===== config.mk =====
export PLATFORM = sky130hd
export DESIGN_NAME = rx_path_routing_and_monitor_sequencer
export DESIGN_NICKNAME = d
export VERILOG_FILES = /design/src/logic/rx_route_pkg.sv /design/src/logic/rx_path_routing_and_monitor_sequencer.sv
export SDC_FILE = /design/constraint.sdc
export NUM_CORES = 1
export LEC_CHECK = 0
export ABC_AREA = 1
export BUFFER_PORTS_ARGS = -buffer_cell sky130_fd_sc_hd__buf_4
export CAP_MARGIN = 20
export CORE_ASPECT_RATIO = 0.75
export CORE_MARGIN = 8
export CORE_UTILIZATION = 60
export CTS_BUF_LIST = sky130_fd_sc_hd__clkbuf_4 sky130_fd_sc_hd__clkbuf_8
export DETAILED_ROUTE_END_ITERATION = 10
export PLACE_DENSITY_LB_ADDON = 0.15
export SLEW_MARGIN = 20
export SYNTH_ARGS = -nofsm -noshare
export SYNTH_HDL_FRONTEND = slang
export SYNTH_SLANG_ARGS = --single-unit

===== constraint.sdc =====
create_clock -name pclk -period 4.2 [get_ports pclk]
set_clock_uncertainty 0.2 [all_clocks]
set_input_delay 0.21 -clock pclk [delete_from_list [all_inputs] [get_ports pclk]]
set_output_delay 0.21 -clock pclk [all_outputs]
set_load 0.005 [all_outputs]

===== src/logic/rx_route_pkg.sv =====
// Purpose: Shared constants and types for the receive path routing block
// Assumes: APB with 32-bit data, one word per register
// Notes:   Two receive channels, each with ports A, B and an internal input
package rx_route_pkg;

    localparam int unsigned NCH = 2;

    localparam logic [7:0] OFF_CTRL       = 8'h00;
    localparam logic [7:0] OFF_OBS        = 8'h04;
    localparam logic [7:0] OFF_RANGE_A_LO = 8'h08;
    localparam logic [7:0] OFF_RANGE_A_HI = 8'h0c;
    localparam logic [7:0] OFF_RANGE_B_LO = 8'h10;
    localparam logic [7:0] OFF_RANGE_B_HI = 8'h14;
    localparam logic [7:0] OFF_CARRIER    = 8'h18;
    localparam logic [7:0] OFF_SLEEP      = 8'h1c;
    localparam logic [7:0] OFF_DETECT     = 8'h20;
    localparam logic [7:0] OFF_THRESH     = 8'h24;
    localparam logic [7:0] OFF_MON_LO     = 8'h28;
    localparam logic [7:0] OFF_MON_CTRL   = 8'h2c;
    localparam logic [7:0] OFF_STATUS     = 8'h30;
    localparam logic [7:0] OFF_OBS_GAIN   = 8'h34;

    // Field positions
    localparam int unsigned CTRL_PORT_B  = 0;
    localparam int unsigned CTRL_LOCK    = 1;
    localparam int unsigned CTRL_DYN     = 2;
    localparam int unsigned CTRL_IF_MODE = 3;
    localparam int unsigned OBS_LB_LSB   = 0;
    localparam int unsigned OBS_REQ_LSB  = 4;
    localparam int unsigned OBS_HOST     = 6;
    localparam int unsigned STAT_DET     = 0;

    // Values after reset
    localparam logic [31:0] RST_SLEEP  = 32'h0000_0064;
    localparam logic [31:0] RST_DETECT = 32'h0000_000a;
    localparam logic [15:0] RST_THRESH = 16'h0100;
    localparam logic [7:0]  RST_GAIN   = 8'h00;

    typedef enum logic [1:0] {
        LB_NONE     = 2'h0,
        LB_INTERNAL = 2'h1,
        LB_EXT_PRE  = 2'h2,
        LB_EXT_POST = 2'h3
    } loopback_t;

    typedef enum logic [2:0] {
        RX_IN_PORT_A   = 3'b001,
        RX_IN_PORT_B   = 3'b010,
        RX_IN_INTERNAL = 3'b100
    } rx_input_t;

    typedef enum logic [2:0] {
        MON_IDLE   = 3'b001,
        MON_SLEEP  = 3'b010,
        MON_DETECT = 3'b100
    } mon_state_t;

    typedef struct packed {
        rx_input_t input_sel;
        logic      ext_loopback_pre_amp;
        logic      ext_loopback_post_amp;
        logic      observation_receiver;
    } rx_route_t;

    typedef struct packed {
        logic        rx_enable;
        logic        low_power;
        logic        detect_pulse;
        logic [31:0] lo_freq;
        logic [15:0] threshold;
    } monitor_out_t;

    typedef struct packed {
        logic                 main_port_b;
        logic                 locked;
        logic                 dyn_en;
        logic                 if_mode;
        loopback_t [NCH-1:0]  lb_sel;
        logic [NCH-1:0]       obs_req;
        logic                 host_owns;
        logic [31:0]          a_lo;
        logic [31:0]          a_hi;
        logic [31:0]          b_lo;
        logic [31:0]          b_hi;
        logic [31:0]          carrier;
        logic [31:0]          sleep_len;
        logic [31:0]          detect_len;
        logic [31:0]          mon_lo;
        logic [15:0]          thresh;
        logic [7:0]           obs_gain;
        logic                 mon_en;
        logic                 detected;
        mon_state_t           mon;
        logic [31:0]          cnt;
        logic                 dyn_port_b;
        rx_route_t [NCH-1:0]  route;
        monitor_out_t         mon_out;
        logic                 ddc_bypass;
        logic [7:0]           gain_out;
        logic [31:0]          prdata;
        logic                 pready;
        logic                 pslverr;
    } state_t;

endpackage : rx_route_pkg


===== src/logic/rx_path_routing_and_monitor_sequencer.sv =====
// Purpose: Receive input routing, observation roles, converter bypass and
//          the low-power monitor sleep/detect sequencer, behind an APB slave
// Assumes: rx_needed, tx_slot and rx_power come from logic on pclk
// Notes:   One access wait state on every APB transfer

module rx_path_routing_and_monitor_sequencer #(
    parameter logic [7:0] DEVICE_OBS_GAIN = 8'h10
) (
    input  wire logic                                   pclk,
    input  wire logic                                   presetn,
    input  wire logic                                   psel,
    input  wire logic                                   penable,
    input  wire logic                                   pwrite,
    input  wire logic [7:0]                             paddr,
    input  wire logic [31:0]                            pwdata,
    output logic      [31:0]                            prdata,
    output logic                                        pready,
    output logic                                        pslverr,
    input  wire logic [rx_route_pkg::NCH-1:0]           rx_needed,
    input  wire logic [rx_route_pkg::NCH-1:0]           tx_slot,
    input  wire logic [15:0]                            rx_power,
    output rx_route_pkg::rx_route_t [rx_route_pkg::NCH-1:0] route,
    output logic      [7:0]                             obs_gain,
    output logic                                        ddc_bypass,
    output rx_route_pkg::monitor_out_t                  monitor
);

    // ------------------------------------------------------------------
    // Helpers
    // ------------------------------------------------------------------
    function automatic logic in_range(input logic [31:0] f,
                                      input logic [31:0] lo,
                                      input logic [31:0] hi);
        return (f >= lo) && (f <= hi);
    endfunction : in_range

    // A zero duration still spends one cycle in the state
    function automatic logic [31:0] dur_last(input logic [31:0] d);
        return (d == 32'h0) ? 32'h0 : d - 32'h1;
    endfunction : dur_last

    rx_route_pkg::state_t s;
    rx_route_pkg::state_t n;

    logic                  acc;
    logic                  wr;
    logic                  rd;
    logic                  hit_map;
    logic                  main_b;
    logic                  clr_det;
    logic                  set_det;
    logic                  obs_ok;
    rx_route_pkg::loopback_t lb;

    // ------------------------------------------------------------------
    // Next state
    // ------------------------------------------------------------------
    always_comb begin
        n       = s;
        lb      = rx_route_pkg::LB_NONE;
        obs_ok  = 1'b0;
        clr_det = 1'b0;
        set_det = 1'b0;
        acc     = psel && penable && !s.pready;
        wr      = acc && pwrite;
        rd      = acc && !pwrite;
        n.pready  = acc;
        n.pslverr = 1'b0;
        n.mon_out.detect_pulse = 1'b0;

        hit_map = 1'b1;
        unique case (paddr)
            rx_route_pkg::OFF_CTRL, rx_route_pkg::OFF_OBS,
            rx_route_pkg::OFF_RANGE_A_LO, rx_route_pkg::OFF_RANGE_A_HI,
            rx_route_pkg::OFF_RANGE_B_LO, rx_route_pkg::OFF_RANGE_B_HI,
            rx_route_pkg::OFF_CARRIER, rx_route_pkg::OFF_SLEEP,
            rx_route_pkg::OFF_DETECT, rx_route_pkg::OFF_THRESH,
            rx_route_pkg::OFF_MON_LO, rx_route_pkg::OFF_MON_CTRL,
            rx_route_pkg::OFF_STATUS, rx_route_pkg::OFF_OBS_GAIN: hit_map = 1'b1;
            default: hit_map = 1'b0;
        endcase
        if (acc && !hit_map) begin
            n.pslverr = 1'b1;
        end

        // Register writes
        if (wr && hit_map) begin
            unique case (paddr)
                rx_route_pkg::OFF_CTRL: begin
                    // The main port is an initialization choice: frozen once locked
                    if (!s.locked) begin
                        n.main_port_b = pwdata[rx_route_pkg::CTRL_PORT_B];
                        n.locked      = pwdata[rx_route_pkg::CTRL_LOCK];
                    end
                    n.dyn_en  = pwdata[rx_route_pkg::CTRL_DYN];
                    n.if_mode = pwdata[rx_route_pkg::CTRL_IF_MODE];
                end
                rx_route_pkg::OFF_OBS: begin
                    for (int i = 0; i < rx_route_pkg::NCH; i++) begin
                        n.lb_sel[i] = rx_route_pkg::loopback_t'(
                            pwdata[rx_route_pkg::OBS_LB_LSB + 2*i +: 2]);
                    end
                    n.obs_req   = pwdata[rx_route_pkg::OBS_REQ_LSB +: rx_route_pkg::NCH];
                    n.host_owns = pwdata[rx_route_pkg::OBS_HOST];
                end
                rx_route_pkg::OFF_RANGE_A_LO: n.a_lo       = pwdata;
                rx_route_pkg::OFF_RANGE_A_HI: n.a_hi       = pwdata;
                rx_route_pkg::OFF_RANGE_B_LO: n.b_lo       = pwdata;
                rx_route_pkg::OFF_RANGE_B_HI: n.b_hi       = pwdata;
                rx_route_pkg::OFF_CARRIER:    n.carrier    = pwdata;
                rx_route_pkg::OFF_SLEEP:      n.sleep_len  = pwdata;
                rx_route_pkg::OFF_DETECT:     n.detect_len = pwdata;
                rx_route_pkg::OFF_THRESH:     n.thresh     = pwdata[15:0];
                rx_route_pkg::OFF_MON_LO:     n.mon_lo     = pwdata;
                rx_route_pkg::OFF_MON_CTRL:   n.mon_en     = pwdata[0];
                rx_route_pkg::OFF_STATUS:     clr_det      = pwdata[rx_route_pkg::STAT_DET];
                rx_route_pkg::OFF_OBS_GAIN:   n.obs_gain   = pwdata[7:0];
                default: n.pslverr = 1'b1;
            endcase
        end

        // Dynamic port choice, shared by both channels
        if (s.dyn_en) begin
            if (in_range(s.carrier, s.a_lo, s.a_hi)) begin
                n.dyn_port_b = 1'b0;
            end else if (in_range(s.carrier, s.b_lo, s.b_hi)) begin
                n.dyn_port_b = 1'b1;
            end
            // Outside both ranges the port stays as it was
        end

        // Monitor sequencer
        unique case (s.mon)
            rx_route_pkg::MON_IDLE: begin
                if (s.mon_en) begin
                    n.mon = rx_route_pkg::MON_SLEEP;
                    n.cnt = 32'h0;
                end
            end
            rx_route_pkg::MON_SLEEP: begin
                if (!s.mon_en) begin
                    n.mon = rx_route_pkg::MON_IDLE;
                end else if (s.cnt >= dur_last(s.sleep_len)) begin
                    n.mon = rx_route_pkg::MON_DETECT;
                    n.cnt = 32'h0;
                end else begin
                    n.cnt = s.cnt + 32'h1;
                end
            end
            rx_route_pkg::MON_DETECT: begin
                if (!s.mon_en) begin
                    n.mon = rx_route_pkg::MON_IDLE;
                end else if (rx_power >= s.thresh) begin
                    // Hardware clears the enable so normal reception resumes
                    n.mon    = rx_route_pkg::MON_IDLE;
                    n.mon_en = 1'b0;
                    set_det  = 1'b1;
                end else if (s.cnt >= dur_last(s.detect_len)) begin
                    n.mon = rx_route_pkg::MON_SLEEP;
                    n.cnt = 32'h0;
                end else begin
                    n.cnt = s.cnt + 32'h1;
                end
            end
            default: begin
                n.mon    = rx_route_pkg::MON_IDLE;
                n.mon_en = 1'b0;
            end
        endcase

        // Set wins over a software clear in the same cycle
        if (clr_det) begin
            n.detected = 1'b0;
        end
        if (set_det) begin
            n.detected = 1'b1;
        end
        n.mon_out.detect_pulse = set_det;
        n.mon_out.rx_enable    = (n.mon == rx_route_pkg::MON_DETECT);
        n.mon_out.low_power    = (n.mon == rx_route_pkg::MON_SLEEP);
        n.mon_out.lo_freq      = s.mon_lo;
        n.mon_out.threshold    = s.thresh;

        n.ddc_bypass = !s.if_mode;

        // Per-channel routing; channel i only ever sees transmitter i
        main_b = s.dyn_en ? n.dyn_port_b : s.main_port_b;
        for (int i = 0; i < rx_route_pkg::NCH; i++) begin
            obs_ok = s.obs_req[i] && !rx_needed[i]
                     && (s.host_owns || tx_slot[i])
                     && (s.mon == rx_route_pkg::MON_IDLE);
            lb = obs_ok ? s.lb_sel[i] : rx_route_pkg::LB_NONE;
            if (s.dyn_en && (lb == rx_route_pkg::LB_EXT_PRE
                             || lb == rx_route_pkg::LB_EXT_POST)) begin
                lb = rx_route_pkg::LB_NONE;
            end
            unique case (lb)
                rx_route_pkg::LB_INTERNAL:
                    n.route[i].input_sel = rx_route_pkg::RX_IN_INTERNAL;
                rx_route_pkg::LB_EXT_PRE, rx_route_pkg::LB_EXT_POST:
                    n.route[i].input_sel = main_b ? rx_route_pkg::RX_IN_PORT_A
                                                  : rx_route_pkg::RX_IN_PORT_B;
                default:
                    n.route[i].input_sel = main_b ? rx_route_pkg::RX_IN_PORT_B
                                                  : rx_route_pkg::RX_IN_PORT_A;
            endcase
            // A single two-bit code makes both external paths exclusive
            n.route[i].ext_loopback_pre_amp  = (lb == rx_route_pkg::LB_EXT_PRE);
            n.route[i].ext_loopback_post_amp = (lb == rx_route_pkg::LB_EXT_POST);
            n.route[i].observation_receiver  = (lb != rx_route_pkg::LB_NONE);
        end

        // Device-owned observation uses its own gain; registered so the pin never glitches
        n.gain_out = s.host_owns ? s.obs_gain : DEVICE_OBS_GAIN;

        // Read data
        if (rd) begin
            unique case (paddr)
                rx_route_pkg::OFF_CTRL:
                    n.prdata = {28'h0, s.if_mode, s.dyn_en, s.locked, s.main_port_b};
                rx_route_pkg::OFF_OBS:
                    n.prdata = {25'h0, s.host_owns, s.obs_req, s.lb_sel};
                rx_route_pkg::OFF_RANGE_A_LO: n.prdata = s.a_lo;
                rx_route_pkg::OFF_RANGE_A_HI: n.prdata = s.a_hi;
                rx_route_pkg::OFF_RANGE_B_LO: n.prdata = s.b_lo;
                rx_route_pkg::OFF_RANGE_B_HI: n.prdata = s.b_hi;
                rx_route_pkg::OFF_CARRIER:    n.prdata = s.carrier;
                rx_route_pkg::OFF_SLEEP:      n.prdata = s.sleep_len;
                rx_route_pkg::OFF_DETECT:     n.prdata = s.detect_len;
                rx_route_pkg::OFF_THRESH:     n.prdata = {16'h0, s.thresh};
                rx_route_pkg::OFF_MON_LO:     n.prdata = s.mon_lo;
                rx_route_pkg::OFF_MON_CTRL:   n.prdata = {31'h0, s.mon_en};
                rx_route_pkg::OFF_STATUS:
                    n.prdata = {27'h0, s.mon, s.dyn_port_b, s.detected};
                rx_route_pkg::OFF_OBS_GAIN:   n.prdata = {24'h0, s.obs_gain};
                default:                      n.prdata = 32'h0;
            endcase
        end
    end

    // ------------------------------------------------------------------
    // State register
    // ------------------------------------------------------------------
    always_ff @(posedge pclk or negedge presetn) begin
        if (!presetn) begin
            s            <= '0;
            s.sleep_len  <= rx_route_pkg::RST_SLEEP;
            s.detect_len <= rx_route_pkg::RST_DETECT;
            s.thresh     <= rx_route_pkg::RST_THRESH;
            s.obs_gain   <= rx_route_pkg::RST_GAIN;
            s.mon        <= rx_route_pkg::MON_IDLE;
            s.ddc_bypass <= 1'b1;
            s.gain_out   <= DEVICE_OBS_GAIN;
            s.route      <= {rx_route_pkg::NCH{rx_route_pkg::rx_route_t'(
                              {rx_route_pkg::RX_IN_PORT_A, 3'b000})}};
        end else begin
            s <= n;
        end
    end

    assign prdata     = s.prdata;
    assign pready     = s.pready;
    assign pslverr    = s.pslverr;
    assign route      = s.route;
    assign obs_gain   = s.gain_out;
    assign ddc_bypass = s.ddc_bypass;
    assign monitor    = s.mon_out;
endmodule : rx_path_routing_and_monitor_sequencer


# Word-level counts from Yosys, hierarchy flattened
# Memories as Yosys holds them, arrays and structs flattened.
# Index checks and enable logic that the tools add are counted.
[classes]
bitwise_logic = 1
magnitude_cmp = 7
n_addsub = 3
n_eq_ne = 32
mux = 46
n_reduce_logical = 52
[ops]
columns = ["cell", "count"]
rows = [
  ["case mux 32 bit (14 select lines)", 1],
  ["2-to-1 mux 32 bit", 7],
  [">= comparator 32 bit", 4],
  ["case mux 32 bit (3 select lines)", 1],
  ["<= comparator 32 bit", 2],
  ["zero test 32 bit", 2],
  ["subtractor 32 x 1 -> 32 bit (second input constant)", 2],
  ["== test 8 x 6 -> 1 bit (second input constant)", 6],
  ["2-to-1 mux 35 bit", 1],
  ["adder 32 x 1 -> 32 bit (second input constant)", 1],
  ["== test 8 x 5 -> 1 bit (second input constant)", 4],
  ["AND reduction 2 bit", 12],
  ["2-to-1 mux 1 bit", 20],
  ["== test 2 bit (second input constant)", 8],
  ["== test 8 x 4 -> 1 bit (second input constant)", 2],
  [">= comparator 16 bit", 1],
  ["logical AND 1 bit", 16],
  ["2-to-1 mux 3 bit", 5],
  ["OR reduction 14 bit", 1],
  ["2-to-1 mux 2 bit", 6],
  ["case mux 3 bit (2 select lines)", 2],
  ["case mux 3 bit (3 select lines)", 1],
  ["== test 8 x 3 -> 1 bit (second input constant)", 1],
  ["zero test 8 bit", 1],
  ["16 further kinds", 34],
]
[word_totals]
regBits = 435
rom_bits = 64
inputBits = 65
memories = 1
[mem_list]
columns = ["memory", "depth", "word_bits", "read_ports", "rd_clocked_by_memory_dff", "wr", "line", "source"]
rows = [
  ["(no name shown)", 64, 1, 1, 0, 0, "rx_path_routing_and_monitor_sequencer.sv:72", "unique case (paddr)"],
]

# Longest topological paths before layout
# Gate-level depths: netlist of run 1.
[logic_depth]
ltp_word = 12
depth_mapped = 27

# Worst setup path before layout of run 1
# No wires, ideal clock.
[synth_timing]
kind = "register to register"
start = "reg s[200] (netlist name)"
end = "reg s[129] (netlist name)"
period_less_slack_ns = 3.398
path_slack_ns = 0.802
t_arrival_ns = 3.080
path_stages_with_launch = 27
n_path_buf = 1
setup_time_ns = 0.118
path_cell_list = "dfrtp_1 > inv_1 > ha_1 > inv_1 > nor2_4 > nand2_2 > nor2_4 > inv_2 > nor2_4 > nand2_2 > nor2_4 > inv_2 > nor2_4 > nand2_2 > o21ai_2 > nand3_2 > ha_1 > nand2_1 > nor2_1 > nand4_1 > nor2_1 > nand4_1 > nand4_1 > nand3_2 > inv_2 > buf_4 > nor2_1"
[synth_between]
elab_chain_len = 7
[synth_rtl]
columns = ["item", "line", "source"]
rows = [
  ["start, declared", "rx_path_routing_and_monitor_sequencer.sv:42", "rx_route_pkg::state_t s;"],
  ["start signal, assigned", "rx_path_routing_and_monitor_sequencer.sv:257", "s <= n;"],
  ["subtractor 32 x 1 -> 32 bit or zero test 32 bit (tied branches)", "rx_path_routing_and_monitor_sequencer.sv:39", "return (d == 32'h0) ? 32'h0 : d - 32'h1;"],
  ["2-to-1 mux 32 bit *", "rx_path_routing_and_monitor_sequencer.sv:39", ""],
  [">= comparator 32 bit *", "rx_path_routing_and_monitor_sequencer.sv:158", "end else if (s.cnt >= dur_last(s.detect_len)) begin"],
  ["2-to-1 mux 32 bit *", "rx_path_routing_and_monitor_sequencer.sv:158", ""],
  ["2-to-1 mux 32 bit *", "rx_path_routing_and_monitor_sequencer.sv:153", "end else if (rx_power >= s.thresh) begin"],
  ["2-to-1 mux 32 bit *", "rx_path_routing_and_monitor_sequencer.sv:151", "if (!s.mon_en) begin"],
  ["case mux 32 bit (3 select lines) *", "rx_path_routing_and_monitor_sequencer.sv:133", "unique case (s.mon)"],
]
# Mark *: on every way between the ends. The rest lies on a longest branch, timed or not. The select of a mux whose other input is x is not followed.
# A chain may end at the register's enable or synchronous reset.

# Worst setup path after layout of run 1
[layout_timing]
start = "reg s[247] (netlist name)"
end = "reg s[138] (netlist name)"
[layout_between]
elab_chain_len = 6
[layout_rtl]
columns = ["item", "line", "source"]
rows = [
  ["subtractor 32 x 1 -> 32 bit or zero test 32 bit (tied branches)", "rx_path_routing_and_monitor_sequencer.sv:39", ""],
  ["2-to-1 mux 32 bit *", "rx_path_routing_and_monitor_sequencer.sv:39", ""],
  [">= comparator 32 bit *", "rx_path_routing_and_monitor_sequencer.sv:143", "end else if (s.cnt >= dur_last(s.sleep_len)) begin"],
  ["2-to-1 mux 32 bit *", "rx_path_routing_and_monitor_sequencer.sv:143", ""],
  ["2-to-1 mux 32 bit *", "rx_path_routing_and_monitor_sequencer.sv:141", "if (!s.mon_en) begin"],
  ["case mux 32 bit (3 select lines) *", "rx_path_routing_and_monitor_sequencer.sv:133", ""],
]
# Marks and branches as above.

==> results of run 1 <==
## kinds of logic after synthesis
| logic type | Yosys count | share of synthesized area [%] |
|---|---|---|
| fa+ha+maj | 213 | 10.42 |
| xor+xnor | 17 | 0.5822 |
| simple gates | 1306 | 21.99 |
| flops | 435 | 42.62 |
| compound gates | 640 | 13.85 |
| buf+inv | 599 | 10.54 |
## cells in the final DEF (no fill, tap or decap), types with 9 or more instances in the layout
master,synthesis,final
sky130_fd_sc_hd__a21o_1,12,12
sky130_fd_sc_hd__a21oi_1,134,133
sky130_fd_sc_hd__a221oi_1,25,25
sky130_fd_sc_hd__buf_4,106,224
sky130_fd_sc_hd__clkbuf_4,0,26
sky130_fd_sc_hd__clkbuf_8,0,91
sky130_fd_sc_hd__dfrtp_1,424,424
sky130_fd_sc_hd__dfstp_2,11,11
sky130_fd_sc_hd__dlygate4sd3_1,0,46
sky130_fd_sc_hd__ha_1,213,213
sky130_fd_sc_hd__inv_1,379,371
sky130_fd_sc_hd__inv_2,16,20
sky130_fd_sc_hd__nand2_1,796,795
sky130_fd_sc_hd__nand2_2,9,9
sky130_fd_sc_hd__nand2_4,8,9
sky130_fd_sc_hd__nand3_1,122,121
sky130_fd_sc_hd__nand4_1,41,41
sky130_fd_sc_hd__nor2_1,211,205
sky130_fd_sc_hd__nor2_2,15,16
sky130_fd_sc_hd__nor2_4,11,16
sky130_fd_sc_hd__nor3_1,45,43
sky130_fd_sc_hd__nor4_1,13,13
sky130_fd_sc_hd__o211ai_1,11,11
sky130_fd_sc_hd__o21a_1,11,11
sky130_fd_sc_hd__o21ai_0,326,326
sky130_fd_sc_hd__o21ai_1,34,34
sky130_fd_sc_hd__o22ai_1,54,54
sky130_fd_sc_hd__or2_2,9,9
sky130_fd_sc_hd__xor2_1,16,16
## layer usage
layer | track usage [%] | routed length [µm] | vias to the layer above | part of all wire, %
li1 | - | - | 10780 | -
met2 | 50.46 | 37260 | 1233 | 43
met1 | 50.71 | 37830 | 11420 | 43
met5 | 0 | 13 | - | 0.015
met3 | 10.68 | 10290 | 180 | 12
met4 | 9.308 | 2184 | 2 | 2.5
## sequential cells by signal, indices dropped and copies added (netlist names)
register	flops
ddc_bypass	1
monitor	51
n	48
obs_gain	8
prdata	32
pready	1
pslverr	1
route	12
s	281
## per-stage QoR
step                      hold WS [ns]  cells  utilization (%)  power (mW)  area, µm²
after CTS                     0.001195   3965            68.50       8.877      28800
after global routing           0.07035   3986            69.09       9.117      29050
after detailed placement        0.1686   3788            63.54       4.688      26720
after global placement          0.1584   3788            63.54       4.679      26720
after floorplan                -0.2856   3210                -       4.443      25570
final                          0.03579   3986            69.09       8.864      29050
## cell type report
type                    count  area [µm²]
well taps                 569       711.9
clock buffers             117        1448
flip-flops and latches    435       10900
fillers                  3508       13000
inverters                 396        1496
multi-input cells        2176       12060
repair inverters            1       5.005
repair buffers            277        2245
clock inverters            14       176.4
diodes                      1       2.502
## worst paths after layout
| check | startpoint | end | slack, ns | cells after the start |
|---|---|---|---|---|
| worst max-delay path | s[247] | s[138] | 0.26 | 22 |
| worst min-delay path | presetn | s[394] | 0.04 | 2 |
| worst max register to register | s[247] | s[138] | 0.26 | 22 |
| worst min register to register | s[431] | ddc_bypass | 0.18 | 1 |
| max in group asynchronous | presetn | prdata[24] | 2.69 | 3 |
| min in group pclk | rx_power[7] | s[143] | 0.05 | 8 |
## power groups by stage
stage               clock (mW)  combinational [mW]  sequential [mW]
finish                    4.20               0.453             4.21
global placement             0               0.396             4.28
global route              4.41               0.499             4.21
detailed placement           0               0.404             4.28
CTS                       4.23               0.439             4.21
floorplan                    0               0.161             4.28
## what timing repair did
item | 4_1_cts | 5_1_grt
endpoints found under the hold margin | 427 | 0
hold buffers | 46 | 0
buffers inserted | 0 | 19
gates resized for setup | 0 | 29
endpoints found under the setup margin | 0 | 34
==> summary.txt, run 1 <==
H-tree Lvls = 3
Kind of start point of the critical path = flip-flop
Placer Congestion = 1.044
Proportion of netlist area held by the largest area contributor = 41.49%
Vias in the first global route = 22360
Unrepaired setup endpoints after global routing = no
Critical path buffer and inverter count = 6
Setup slack of the critical path after layout = 0.2591 ns
Arrival time at the worst endpoint = 4.29 ns
Antenna viol nets, final = 0
Cell types with the largest area share after synthesis = sky130_fd_sc_hd__dfrtp_1 (41%), sky130_fd_sc_hd__nand2_1 (12%), sky130_fd_sc_hd__ha_1 (10%)
Total wire length after detailed routing = 87570 µm
Top flip-flop cell by instance count after synthesis = sky130_fd_sc_hd__dfrtp_1
Sequential power share = 47.5%
Post-route fraction of the period consumed by the critical path = 93.83%
MaxCap Viol Count = 0
Highest clock frequency the design can meet = 0.2537 GHz
Most repeated cell in the gate-level netlist after synthesis = sky130_fd_sc_hd__nand2_1
HP Class = in2async
Wire length of the first global-routing pass = 133500 µm
Remaining design rule violation count = 0
Layout Nets = 3636
Largest net degree at the start of global routing = 118
Maximum count of clock buffers along a single path = 3
Count of flip-flops with a built-in enable after synthesis = 0
DPL Wire Length = 64580 µm
CP delay by family, top = simple AND/OR/NAND/NOR gates
Net switching fraction of the power = 24.12%
Cells along the critical path = nor2_1 -> inv_1 -> nor2_1 -> inv_2 -> nor2_1 -> nand4_1 -> nor2_4 -> clkinvlp_2 -> buf_4 -> nand3_1 -> ha_1 -> nand2_1 -> nor2_1 -> nand4_1 -> nor2_1 -> nand4_1 -> nand4_1 -> buf_4 -> nand3_4 -> buf_6 -> o21ai_1 -> nor2_1
Slew at the pin with the worst max-slew slack = 1.055 ns
Initial DRC count = 3137
Worst Path Required = 4.55 ns
Number of clock sinks seen by CTS = 435
Sequential share of the synthesized area = 42.62%
Fraction of final layout cells sized beyond drive strength 1 = 14.02%
Crit-path max FO = 7
Wire per inst = 21.97 µm
NetSw = 2.138 mW
Power density over the cells = 305.2 mW/mm²
Place WS = 0.2277 ns
Height of the die = 194.8 µm
Final setup vio count = 0
Fraction of registers with async set/reset = 100.0%
Cell taking the most area after synthesis = sky130_fd_sc_hd__dfrtp_1
Final Max Slew Viols = 0
Critical-path top delay cell = sky130_fd_sc_hd__dfrtp_1
Via count = 23610
Number of antenna violations at the first check in global routing = 3
Root Buffer = sky130_fd_sc_hd__clkbuf_8
Portion of total power attributed to the clock network = 47.4%
Netlist Area Pre-Place = 0.02557 mm²
Min cycle time layout = 3.941 ns
Number of endpoints with negative hold slack in the final report = 0
Number of primary I/O pins = 171
CTS tree = built
Cell type with the highest occurrence count on the critical path = sky130_fd_sc_hd__nor2_1
Placeable core region = 0.04205 mm²
Port buffer count = 170
Cell row count = 65
Clk_lat worst skew = 0.68 ns
Commonest cells in the netlist = sky130_fd_sc_hd__nand2_1 (796), sky130_fd_sc_hd__dfrtp_1 (424), sky130_fd_sc_hd__inv_1 (379)
Largest vdd supply drop = 0.3177 mV
Count of distinct cell types in the synthesized netlist = 51
Register bit total from synthesis = 435
Via-per-instance ratio = 5.924
CTS buffer count = 71
CTS clk-pin slew, worst paths = 0.07 ns
Initial DRT Pass Iterations = 6
Endpoint kind of the worst setup timing path = flip-flop
Final global-route overflow total = 0
Static leakage = 14.45 nW
Starting density of the core = 60.82%
Nets in the synthesized netlist = 3488
Number of warning messages in the yosys log = 0
Summed negative setup slack over all endpoints = 0 ns
Worst-case headroom to the max-slew limit = 29.51%
Die Wd = 254.4 µm
Die Outline Area = 0.04955 mm²
Average footprint of a synthesized cell = 7.967 µm²
Path type of the worst setup path = reg2reg
Area delta synth->final = 13.58%
Result of the run = finished clean
Largest stage delay on the critical path = 0.44 ns
Mapped Cells = 3210
Internal power component = 6.726 mW
Overall track demand over capacity in global routing = 35.03%
Comb pwr share = 5.1%
No activity file was read; power rests on OpenSTA's default activity.
==> run 2, diff against run 1 <==
--- a/config.mk
+++ b/config.mk
@@ -11,7 +11,6 @@
 export CORE_ASPECT_RATIO = 0.75
 export CORE_MARGIN = 8
 export CORE_UTILIZATION = 60
-export CTS_BUF_LIST = sky130_fd_sc_hd__clkbuf_4 sky130_fd_sc_hd__clkbuf_8
 export DETAILED_ROUTE_END_ITERATION = 10
 export PLACE_DENSITY_LB_ADDON = 0.15
 export SLEW_MARGIN = 20
==> summary.txt, run 2 (synthesized netlist as in run 1, its figures left out) <==
Static leakage = 14.31 nW (was 14.45 nW)
Unrepaired setup endpoints after global routing = yes (was no)
Net switching fraction of the power = 23.53% (was 24.12%)
Crit-path max FO = 8 (was 7)
Min cycle time layout = 3.943 ns (was 3.941 ns)
Cell row count = 65 (unchanged)
Final Max Slew Viols = 0 (unchanged)
Slew at the pin with the worst max-slew slack = 1.027 ns (was 1.055 ns)
Highest clock frequency the design can meet = 0.2536 GHz (was 0.2537 GHz)
Number of endpoints with negative hold slack in the final report = 0 (unchanged)
Place WS = 0.2277 ns (unchanged)
Comb pwr share = 4.9% (was 5.1%)
Antenna cells = 0 (was 1)
Setup slack of the critical path after layout = 0.2571 ns (was 0.2591 ns)
Starting density of the core = 60.82% (unchanged)
DPL Wire Length = 64580 µm (unchanged)
Wire length of the first global-routing pass = 132700 µm (was 133500 µm)
Die Wd = 254.4 µm (unchanged)
Cells along the critical path = nor2_1 -> inv_1 -> nor2_1 -> inv_2 -> nor2_1 -> nand4_1 -> nor2_4 -> clkinvlp_4 -> buf_2 -> nand2_1 -> ha_1 -> a21oi_1 -> o21ai_0 -> nand2_1 -> nand2_1 -> nand2_1 -> nand2_1 -> nand2_1 -> nand4_1 -> nand3_4 -> buf_6 -> nand2_1 -> a21oi_1 (was nor2_1 -> inv_1 -> nor2_1 -> inv_2 -> nor2_1 -> nand4_1 -> nor2_4 -> clkinvlp_2 -> buf_4 -> nand3_1 -> ha_1 -> nand2_1 -> nor2_1 -> nand4_1 -> nor2_1 -> nand4_1 -> nand4_1 -> buf_4 -> nand3_4 -> buf_6 -> o21ai_1 -> nor2_1)
CTS buffer count = 45 (was 71)
Highest-count cells in the layout ignoring fill and taps = sky130_fd_sc_hd__nand2_1 (794), sky130_fd_sc_hd__dfrtp_1 (424), sky130_fd_sc_hd__inv_1 (374), sky130_fd_sc_hd__o21ai_0 (325), sky130_fd_sc_hd__buf_4 (218) (was sky130_fd_sc_hd__nand2_1 (795), sky130_fd_sc_hd__dfrtp_1 (424), sky130_fd_sc_hd__inv_1 (371), sky130_fd_sc_hd__o21ai_0 (326), sky130_fd_sc_hd__buf_4 (224))
Height of the die = 194.8 µm (unchanged)
Remaining design rule violation count = 0 (unchanged)
Number of primary I/O pins = 171 (unchanged)
Endpoint kind of the worst setup timing path = flip-flop (unchanged)
Most common library cell in the layout ignoring fill and taps = sky130_fd_sc_hd__nand2_1 (unchanged)
Final instance area = 0.02889 mm² (was 0.02905 mm²)
Result of the run = finished clean (unchanged)
Maximum count of clock buffers along a single path = 3 (unchanged)
Sequential power share = 46.5% (was 47.5%)
Final global-route overflow total = 0 (unchanged)
Initial DRC count = 3055 (was 3137)
Wire per inst = 22.18 µm (was 21.97 µm)
Kind of start point of the critical path = flip-flop (unchanged)
Area delta synth->final = 12.98% (was 13.58%)
Fraction of final layout cells sized beyond drive strength 1 = 12.32% (was 14.02%)
Cell type with the highest occurrence count on the critical path = sky130_fd_sc_hd__nand2_1 (was sky130_fd_sc_hd__nor2_1)
Number of fillers in the final layout = 3514 (was 3508)
Internal power component = 6.910 mW (was 6.726 mW)
Clk_lat worst skew = 0.59 ns (was 0.68 ns)
Number of clock sinks seen by CTS = 435 (unchanged)
Die Outline Area = 0.04955 mm² (unchanged)
Layout Nets = 3596 (was 3636)
Register bank with the most flops = s (unchanged)
Largest stage delay on the critical path = 0.45 ns (was 0.44 ns)
Placeable core region = 0.04205 mm² (unchanged)
Placer Congestion = 1.044 (unchanged)
Critical-path top delay cell = sky130_fd_sc_hd__dfrtp_1 (unchanged)
Flip-flop count of the largest register, all copies and words added = 281 (unchanged)
CTS tree = built (unchanged)
Power density over the cells = 312.7 mW/mm² (was 305.2 mW/mm²)
Via count = 23330 (was 23610)
Summed negative setup slack over all endpoints = 0 ns (unchanged)
Antenna viol nets, final = 0 (unchanged)
Final setup vio count = 0 (unchanged)
Total wire length after detailed routing = 86990 µm (was 87570 µm)
Cell Area, Placed = 0.02672 mm² (unchanged)
Post-route fraction of the period consumed by the critical path = 93.88% (was 93.83%)
Largest vdd supply drop = 0.3122 mV (was 0.3177 mV)
NetSw = 2.126 mW (was 2.138 mW)
Overall track demand over capacity in global routing = 34.65% (was 35.03%)
Port buffer count = 170 (unchanged)
Largest net degree at the start of global routing = 118 (unchanged)
Number of antenna violations at the first check in global routing = 3 (unchanged)
MaxCap Viol Count = 0 (unchanged)
Root Buffer = sky130_fd_sc_hd__clkbuf_16 (was sky130_fd_sc_hd__clkbuf_8)
Path type of the worst setup path = reg2reg (unchanged)
HP Class = in2reg (was in2async)
Worst Path Required = 4.48 ns (was 4.55 ns)
Portion of total power attributed to the clock network = 48.5% (was 47.4%)
Vias in the first global route = 22150 (was 22360)
CTS clk-pin slew, worst paths = 0.06 ns (was 0.07 ns)
Arrival time at the worst endpoint = 4.22 ns (was 4.29 ns)
H-tree Lvls = 2 (was 3)
Initial DRT Pass Iterations = 6 (unchanged)
Via-per-instance ratio = 5.949 (was 5.924)
Worst-case headroom to the max-slew limit = 31.49% (was 29.51%)
[run 2: cell types whose count changed in the layout (fill, tap and decap cells not counted), moves of 2 or more]
cell	before	now
sky130_fd_sc_hd__clkbuf_8	91	8
sky130_fd_sc_hd__clkbuf_16	0	45
sky130_fd_sc_hd__clkbuf_4	26	0
sky130_fd_sc_hd__dlygate4sd3_1	46	39
sky130_fd_sc_hd__buf_4	224	218
sky130_fd_sc_hd__clkbuf_1	0	5
sky130_fd_sc_hd__bufinv_16	3	7
sky130_fd_sc_hd__clkinv_4	0	3
sky130_fd_sc_hd__inv_1	371	374
sky130_fd_sc_hd__inv_2	20	18
sky130_fd_sc_hd__inv_8	0	2
sky130_fd_sc_hd__nand2_2	9	11
sky130_fd_sc_hd__nor2_1	205	207
[run 2: final timing paths]
check	startpoint	endpoint	slack, ns	cells after the start
max	s[247]	s[130]	0.26	23
min	rx_power[15]	s[143]	0.03	7
max reg2reg	s[247]	s[130]	0.26	23
min reg2reg	s[431]	ddc_bypass	0.19	1
max in group asynchronous	presetn	s[290]	2.60	3
min in group asynchronous	presetn	s[394]	0.12	2
[run 2: per-stage QoR]
stage	hold slack, ns	util [%]	cells	total power, mW
2_1_floorplan	-0.2856	-	3210	4.443
3_3_place_gp	0.1584	63.54	3788	4.679
3_5_place_dp	0.1686	63.54	3788	4.688
4_1_cts	0.008566	68.31	3908	9.051
5_1_grt	0.05182	68.72	3921	9.264
6_report	0.02872	68.72	3921	9.036
[run 2: cell type report]
| cell class | instances | area (µm²) | area share (%) |
|---|---|---|---|
| Multi-Input combinational cell | 2176 | 12050 | 41.71 |
| Sequential cell | 435 | 10900 | 37.72 |
| Timing Repair Buffer | 263 | 2118 | 7.331 |
| Inverter | 396 | 1493 | 5.166 |
| Clock buffer | 58 | 1255 | 4.343 |
| Tap cell | 569 | 711.9 | 2.464 |
| Clock inverter | 23 | 360.3 | 1.247 |
| Timing Repair inverter | 1 | 5.005 | 0.01732 |
[run 2: worst max-delay path, delay by kind of cell (launching register included)]
kind / cells / cell delay (ns)
DFF: 1 / 0.45
AOI/OAI and AO/OA: 3 / 0.41
and+or+nand+nor: 14 / 1.83
adders and majority gates: 1 / 0.26
buffers and inverters: 5 / 0.68
[run 2: layer usage]
layer	track usage [%]	up-vias	wire length, µm	share of wire (%)
met4	8.018	4	2041	2.3
met1	50.06	11260	36840	42
met5	0	-	23	0.026
li1	-	10680	-	-
met3	10.49	146	11150	13
met2	50.64	1233	36920	42
[run 2: what timing repair did]
item | CTS | global route
gates resized for setup | 0 | 23
hold buffers | 39 | 0
endpoints found under the setup margin | 0 | 34
hold endpoints to repair | 340 | 0
buffers inserted | 0 | 12
[run 2: power by group through the flow]
stage	clock network, mW	logic (mW)	registers (mW)
6_report	4.38	0.446	4.21
5_1_grt	4.57	0.491	4.20
4_1_cts	4.41	0.434	4.21
3_5_place_dp	0	0.404	4.28
3_3_place_gp	0	0.396	4.28
2_1_floorplan	0	0.161	4.28
